<file path="config.mk">
export PLATFORM = sky130hd
export DESIGN_NAME = acr_regs
export DESIGN_NICKNAME = d
export VERILOG_FILES = /design/src/acr_pkg.sv /design/src/acr_glitch_filter.sv /design/src/acr_regs.sv
export VERILOG_INCLUDE_DIRS = /design/src
export SDC_FILE = /design/constraint.sdc
export NUM_CORES = 1
export LEC_CHECK = 0
export BUFFER_PORTS_ARGS = -buffer_cell sky130_fd_sc_hd__buf_4
export CAP_MARGIN = 20
export CORE_UTILIZATION = 30
export CTS_BUF_LIST = sky130_fd_sc_hd__clkbuf_8
export DETAILED_ROUTE_END_ITERATION = 7
export HOLD_SLACK_MARGIN = 0.1
export PLACE_DENSITY_LB_ADDON = 0.05
export REMOVE_ABC_BUFFERS = 1
export SLEW_MARGIN = 30
export SYNTH_ARGS = -nofsm -noshare
export SYNTH_HDL_FRONTEND = slang
export SYNTH_SLANG_ARGS = --single-unit
</file>
<file path="constraint.sdc">
create_clock -name sys_clk -period 2.2 [get_ports sys_clk]
set_input_delay 0.11 -clock sys_clk [delete_from_list [all_inputs] [get_ports sys_clk]]
set_output_delay 0.11 -clock sys_clk [all_outputs]
set_load 0.03 [all_outputs]
</file>
<file path="src/acr_params.svh">
// timing counts, offsets, field positions and reset values of the register bank
// assumes inclusion by bare name from the block's package and modules
`ifndef ACR_PARAMS_SVH
`define ACR_PARAMS_SVH
`define ACR_PTR_RESULT   4'h0
`define ACR_PTR_CONFIG   4'h2
`define ACR_CFG_RESET    12'h00C
`define ACR_CFG_CH_LO    4
`define ACR_CFG_FILT     3
`define ACR_CFG_ALEN     2
`define ACR_CFG_BUSY     1
`define ACR_CFG_POL      0
`define ACR_FILT_TAPS    3
`define ACR_LOW2_MASK    12'hFFC
`endif

</file>
<file path="src/acr_pkg.sv">
// types shared by the register bank and its line filter
// assumes acr_params.svh is on the include path
`include "acr_params.svh"
package acr_pkg;
    typedef struct packed {
        logic [7:0] chanSel;
        logic       filtEn;
        logic       alertEn;
        logic       busyNotAlert;
        logic       polarity;
    } acr_cfg_type;

    typedef struct packed {
        logic        violation;
        logic [2:0]  chanTag;
        logic [11:0] value;
    } acr_result_type;

    typedef struct packed {
        logic        valid;
        logic        first;
        logic [7:0]  data;
    } acr_wbyte_type;

    typedef struct packed {
        logic        done;
        logic        limitViol;
        logic [11:0] data;
    } acr_conv_type;

    typedef struct packed {
        logic [1:0]                    syncA;
        logic [1:0]                    syncB;
        logic [1:0][`ACR_FILT_TAPS-1:0] taps;
        logic [1:0]                    lineOut;
    } acr_filt_type;

    typedef struct packed {
        logic [3:0]     pointer;
        acr_cfg_type    cfg;
        acr_result_type result;
        logic           wrPhase;
        logic [7:0]     cfgHigh;
        logic           rdPhase;
        logic [7:0]     rdLow;
        logic [7:0]     rdByte;
        logic           rdValid;
        logic           alertActive;
        logic [2:0]     curChan;
        logic           statusClear;
        logic           pinOut;
        logic           pinOen;
    } acr_state_type;
endpackage

</file>
<file path="src/acr_glitch_filter.sv">
// bus line glitch filter for the serial data and clock inputs
// assumes raw pin levels from outside the clock domain; bypass keeps the synchroniser and the output register
`timescale 1ns/100ps
`include "acr_params.svh"
module acr_glitch_filter (
    input  wire logic       sys_clk,
    input  wire logic       nrst,
    input  wire logic       filtEn,
    input  wire logic [1:0] lineIn,
    output logic      [1:0] lineOut
);
    import acr_pkg::*;
    acr_filt_type st_ff;
    acr_filt_type nxt_st;

    always_comb begin
        nxt_st = st_ff;
        nxt_st.syncA = lineIn;
        nxt_st.syncB = st_ff.syncA;
        for (int i = 0; i < 2; i++) begin
            nxt_st.taps[i] = {st_ff.taps[i][`ACR_FILT_TAPS-2:0], st_ff.syncB[i]};
            if (!filtEn) begin
                nxt_st.lineOut[i] = st_ff.syncB[i];
            end else if (&st_ff.taps[i]) begin
                nxt_st.lineOut[i] = 1'b1;
            end else if (~|st_ff.taps[i]) begin
                nxt_st.lineOut[i] = 1'b0;
            end
        end
    end

    always_ff @(posedge sys_clk or negedge nrst) begin
        if (!nrst) begin
            st_ff <= '1;
        end else begin
            st_ff <= nxt_st;
        end
    end

    assign lineOut = st_ff.lineOut;
endmodule

</file>
<file path="src/acr_regs.sv">
// configuration and conversion result registers behind the address pointer
// assumes a serial byte engine feeding write bytes and read requests, and a converter core
`timescale 1ns/100ps
`include "acr_params.svh"
module acr_regs #(
    parameter bit TEN_BIT_VARIANT = 1'b0
) (
    input  wire logic                  sys_clk,
    input  wire logic                  nrst,
    input  wire logic [1:0]            busLineIn,
    output logic      [1:0]            busLineFilt,
    input  wire logic                  txnStart,
    input  wire acr_pkg::acr_wbyte_type wrByte,
    input  wire logic                  rdByteReq,
    output logic      [7:0]            rdByte,
    output logic                       rdByteValid,
    input  wire acr_pkg::acr_conv_type conv,
    input  wire logic                  adcBusy,
    output logic      [2:0]            convChannel,
    output logic      [7:0]            channelSelect,
    output logic                       alarmStatusClear,
    output logic                       alertPinOut,
    output logic                       alertPinOen
);
    import acr_pkg::*;
    acr_state_type st_ff;
    acr_state_type nxt_st;
    acr_cfg_type   newCfg;
    logic          cfgCommit;
    logic          resetAlarm;
    logic          pinActive;
    logic          pinLevel;
    logic [11:0]   convValue;

    // lowest selected channel above cur, else wrap to lowest selected
    function automatic logic [2:0] nextChan(input logic [7:0] sel, input logic [2:0] cur);
        logic [2:0] lo;
        logic [2:0] up;
        logic       found;
        lo = cur;
        up = cur;
        found = 1'b0;
        for (int i = 7; i >= 0; i--) begin
            if (sel[i]) begin
                lo = 3'(i);
            end
            if (sel[i] && (3'(i) > cur)) begin
                up = 3'(i);
                found = 1'b1;
            end
        end
        return found ? up : lo;
    endfunction

    acr_glitch_filter u_filter (
        .sys_clk (sys_clk),
        .nrst    (nrst),
        .filtEn  (st_ff.cfg.filtEn),
        .lineIn  (busLineIn),
        .lineOut (busLineFilt)
    );

    always_comb begin
        nxt_st = st_ff;
        nxt_st.rdValid = 1'b0;
        nxt_st.statusClear = 1'b0;
        cfgCommit = 1'b0;
        newCfg = acr_cfg_type'({st_ff.cfgHigh[3:0], wrByte.data});
        convValue = TEN_BIT_VARIANT ? (conv.data & `ACR_LOW2_MASK) : conv.data;

        if (txnStart) begin
            nxt_st.wrPhase = 1'b0;
            nxt_st.rdPhase = 1'b0;
        end

        if (wrByte.valid && wrByte.first) begin
            nxt_st.pointer = wrByte.data[3:0];
            nxt_st.wrPhase = 1'b0;
        end else if (wrByte.valid && (st_ff.pointer == `ACR_PTR_CONFIG)) begin
            if (!st_ff.wrPhase) begin
                nxt_st.cfgHigh = wrByte.data;
                nxt_st.wrPhase = 1'b1;
            end else begin
                cfgCommit = 1'b1;
                nxt_st.wrPhase = 1'b0;
            end
        end

        resetAlarm = cfgCommit && newCfg.alertEn && newCfg.busyNotAlert;
        if (cfgCommit) begin
            nxt_st.cfg = newCfg;
            nxt_st.curChan = nextChan(newCfg.chanSel, 3'h7);
        end

        if (resetAlarm) begin
            nxt_st.alertActive = 1'b0;
            nxt_st.result.violation = 1'b0;
            nxt_st.statusClear = 1'b1;
        end

        if (conv.done) begin
            nxt_st.result.value = convValue;
            nxt_st.result.chanTag = st_ff.curChan;
            nxt_st.result.violation = conv.limitViol;
            if (conv.limitViol && st_ff.cfg.alertEn) begin
                nxt_st.alertActive = 1'b1;
            end
            if (!cfgCommit) begin
                nxt_st.curChan = nextChan(st_ff.cfg.chanSel, st_ff.curChan);
            end
        end

        if (rdByteReq) begin
            nxt_st.rdValid = 1'b1;
            nxt_st.rdPhase = !st_ff.rdPhase;
            if (st_ff.rdPhase) begin
                nxt_st.rdByte = st_ff.rdLow;
            end else if (st_ff.pointer == `ACR_PTR_RESULT) begin
                nxt_st.rdByte = st_ff.result[15:8];
                nxt_st.rdLow = st_ff.result[7:0];
            end else if (st_ff.pointer == `ACR_PTR_CONFIG) begin
                nxt_st.rdByte = {4'h0, st_ff.cfg[11:8]};
                nxt_st.rdLow = st_ff.cfg[7:0];
            end else begin
                nxt_st.rdByte = 8'h00;
                nxt_st.rdLow = 8'h00;
            end
        end

        unique case ({st_ff.cfg.alertEn, st_ff.cfg.busyNotAlert})
            2'b01: begin
                pinActive = adcBusy;
            end
            2'b10: begin
                pinActive = st_ff.alertActive;
            end
            2'b00, 2'b11: begin
                pinActive = 1'b0;
            end
        endcase
        pinLevel = st_ff.cfg.polarity ? pinActive : !pinActive;
        nxt_st.pinOut = 1'b0;
        nxt_st.pinOen = pinLevel;
    end

    always_ff @(posedge sys_clk or negedge nrst) begin
        if (!nrst) begin
            st_ff <= '0;
            st_ff.cfg <= acr_cfg_type'(`ACR_CFG_RESET);
            st_ff.pinOen <= 1'b0;
            st_ff.pointer <= `ACR_PTR_RESULT;
        end else begin
            st_ff <= nxt_st;
        end
    end

    assign rdByte = st_ff.rdByte;
    assign rdByteValid = st_ff.rdValid;
    assign convChannel = st_ff.curChan;
    assign channelSelect = st_ff.cfg.chanSel;
    assign alarmStatusClear = st_ff.statusClear;
    assign alertPinOut = st_ff.pinOut;
    assign alertPinOen = st_ff.pinOen;
endmodule

</file>
==> flow_summary.yaml <==
sta:
  setup_viol: 0
  finalHoldViolCount: 0
  fmax_mhz: 532
  clock-skew-final_ns: 0.0115
  finalSetupTns_ns: 0
  tightest_slew_ns: 0.687
  rsz0062_at_grt: "no"
  hold_slack_ns: 0.151
  drv_slew: 0
  period_minus_slack_ns: 1.88
  fin_crit_sh_pct: 85.5
  slew_headroom_pct: 54.2
detailed_routing:
  wl_per_cell_um: 16.1
  drt_iter0_drc: 64
  wl_um: 8090
  via_per_inst: 4.80
  dr.pass1.iters: 4
  vias: 2415
  antenna_left: 0
  drc_errors: 0
setup_path:
  worstPathCellList: "nor4b_2, buf_4, nor2_1, a21oi_1, o22ai_1, dlygate4sd3_1"
  cp_slowest_cell: "dlygate4sd3_1"
  path_max_fanout: 14
  start_kind: "flip-flop"
  path_class: "flip-flop to flip-flop"
  crit_required_ns: 2.44
  worstSetupEndpointType: "flip-flop"
  arrival_ns: 2.12
  cpPeakStageDelay_ns: 0.55
layout:
  diodes: 0
  utilization_pct: 39.2
  final_nets: 389
  drive_above_1_share_pct: 36.4
  fin_cells: 503
  syn_to_final_growth_pct: 27.5
power_and_ir_drop:
  p_leak_nw: 1.85
  power_density_nw_per_um2: 827
  max-vdd-ir-drop_uv: 386
floorplan:
  io_pins: 56
  fp.dieArea_um2: 11500
  start_util_pct: 30.7
  core-area_um2: 10800
  core.rowCount: 38
  fp.dieW_um: 107
  die_h_um: 107
logic_synthesis:
  synth-edff-count: 0
  syn_inst: 293
  synth.mux.area_fraction_pct: 12.2
  yosys_register_bits: 73
  synth_cell_types: 48
  synth_fa_ha_area_share_pct: 0
  ys_async_sr_fraction_pct: 100
  avgSynthCellArea_um2: 11.3
  syn-cell-area_um2: 3320
  synth_top_family_by_area: "compound AO/OA/AOI/OAI gates"
  ys_seq_area_share_pct: 55.6
  synth_compound_area_share_pct: 13.7
  synth_top_area_cell: "dfrtp_1"
  synth_area_leaders: "dfrtp_1, mux2_2, dfstp_2"
  yosys_warnings: 0
  synthXorXnorAreaFrac_pct: 0.264
  synth-simple-area-share_pct: 10.5
  ys.flop_type: "dfrtp_1"
  synth_top_cell_area_share_pct: 44.5
global_routing:
  antenna_found_initial: 0
  grt_max_degree: 54
  grt_pass1_vias: 2324
  grt_overflow_total: 0
  groute.usage.overall_pct: 15.3
  grt_pass1_wl_um: 12800
clock_network:
  cts.clk_slew.worst_paths_ns: 0.08
  cts_tree: "yes"
  cts.sinks: 73
  cts-buffers-inserted: 9
  hold_buffers: 28
  cts_setup_buffers: 0
  cts_resized: 0
  clock_latency_ns: 0.35
  clk_path_buf_depth: 2
  htreeDepth: 3
  root_buffer: "clkbuf_8"
placement:
  dpl.cell_count: 459
  hpwlAfterDp_um: 5370
  io_buffer_count: 54
  gp_congestion: 0.859
job:
  drv_cap: 0
status:
  status: "completed"
hold_path:
  hp-class: "input port to flip-flop"
synth_stat cells (3+ instances only):
master and number:
a21oi_1 18, buf_2 5, nor4_1 4, a22oi_1 11, clkbuf_1 5, nor2_1 20, nor2b_1 3, nand2_1 25
buf_4 22, nand3b_1 5, dfstp_2 14, o21ai_0 18, mux2_2 36, inv_1 8, dfrtp_1 59, o31a_1 3
metrics by stage:
step	instance area, um2	worst slack [ns]	total power (W)
global route	4230	0.214	0.00371
finish	4230	0.319	0.00350
floorplan	3090	-0.0384	0.00213
CTS	4230	0.309	0.00356
detailed placement	3760	0.337	0.00248
global placement	3760	0.354	0.00249
path summary, 6_finish.rpt:
| kind | start | endpoint | slack, ns | cells past startpoint |
|---|---|---|---|---|
| min in group asynchronous | nrst | st_ff[38] | 0.20 | 2 |
| max | st_ff[65] | st_ff[33] | 0.32 | 6 |
| max in group asynchronous | nrst | st_ff[53] | 1.36 | 3 |
| min | adcBusy | alertPinOen | 0.15 | 4 |
| min reg2reg | u_filter.nxt_st[9] | u_filter.nxt_st[5] | 0.36 | 0 |
| max reg2reg | st_ff[65] | st_ff[33] | 0.32 | 6 |
flip-flops by register name, summed over array words and instances, names as in the netlist:
name and flops:
u_filter.nxt_st 8, u_filter.st_ff 2, rdByteValid 1, channelSelect 8, alertPinOen 1, newCfg 4, u_filter.lineOut 2, alarmStatusClear 1
st_ff 35, convChannel 3, rdByte 8
routing by layer:
metal,GRT usage [%],wire (um),up-vias
met5,0,0,-
met4,6.46,96,0
met3,4.56,391,8
met2,22.4,3600,66
met1,20.9,4000,1190
li1,-,-,1151
worst max-delay path: cells and delay by family, from the launching register on:
kind                   cells  cell delay [ns]
buffers and inverters      2             0.81
flip-flops                 1             0.42
AND/OR/NAND/NOR            2             0.34
AO/OA/AOI/OAI              2             0.21
final cells by class:
class | count | area (um2)
clock buffer | 13 | 179
clock inverter | 3 | 15.0
fill | 1057 | 6560
inverter | 8 | 30.0
multi-input combinational | 178 | 1230
sequential | 73 | 1840
tap | 140 | 175
timing repair buffer | 88 | 756
report_power, final:
part | internal [W] | switching [W]
Clock | 0.000526 | 0.000485
Sequential | 0.00153 | 0.000171
Combinational | 0.000379 | 0.000405
Total | 0.00244 | 0.00106
cells in the final DEF, fill, tap and decap left out, types with 2 or more instances in the layout:
cell type      netlist  layout
a211oi_1             2       2
a21oi_1             18      18
a221oi_1             2       2
a22oi_1             11      11
buf_12               0       2
buf_4               22      58
clkbuf_8             0      13
dfrtp_1             59      59
dfstp_2             14      14
dlygate4sd3_1        0      28
inv_1                8      10
mux2_2              36      36
nand2_1             25      25
nand2b_1             2       2
nand3_1              2       2
nand3b_1             5       5
nor2_1              20      20
nor2b_1              3       3
nor3_1               2       2
nor4_1               4       3
o21ai_0             18      18
o31a_1               3       3
logic make-up after synthesis:
kind of cell    after synthesis
compound gates               69
other cells                   1
simple gates                 71
flops                        73
buf+inv                      42
mux                          36
xor+xnor                      1
Power figures use the tool's default switching activity.
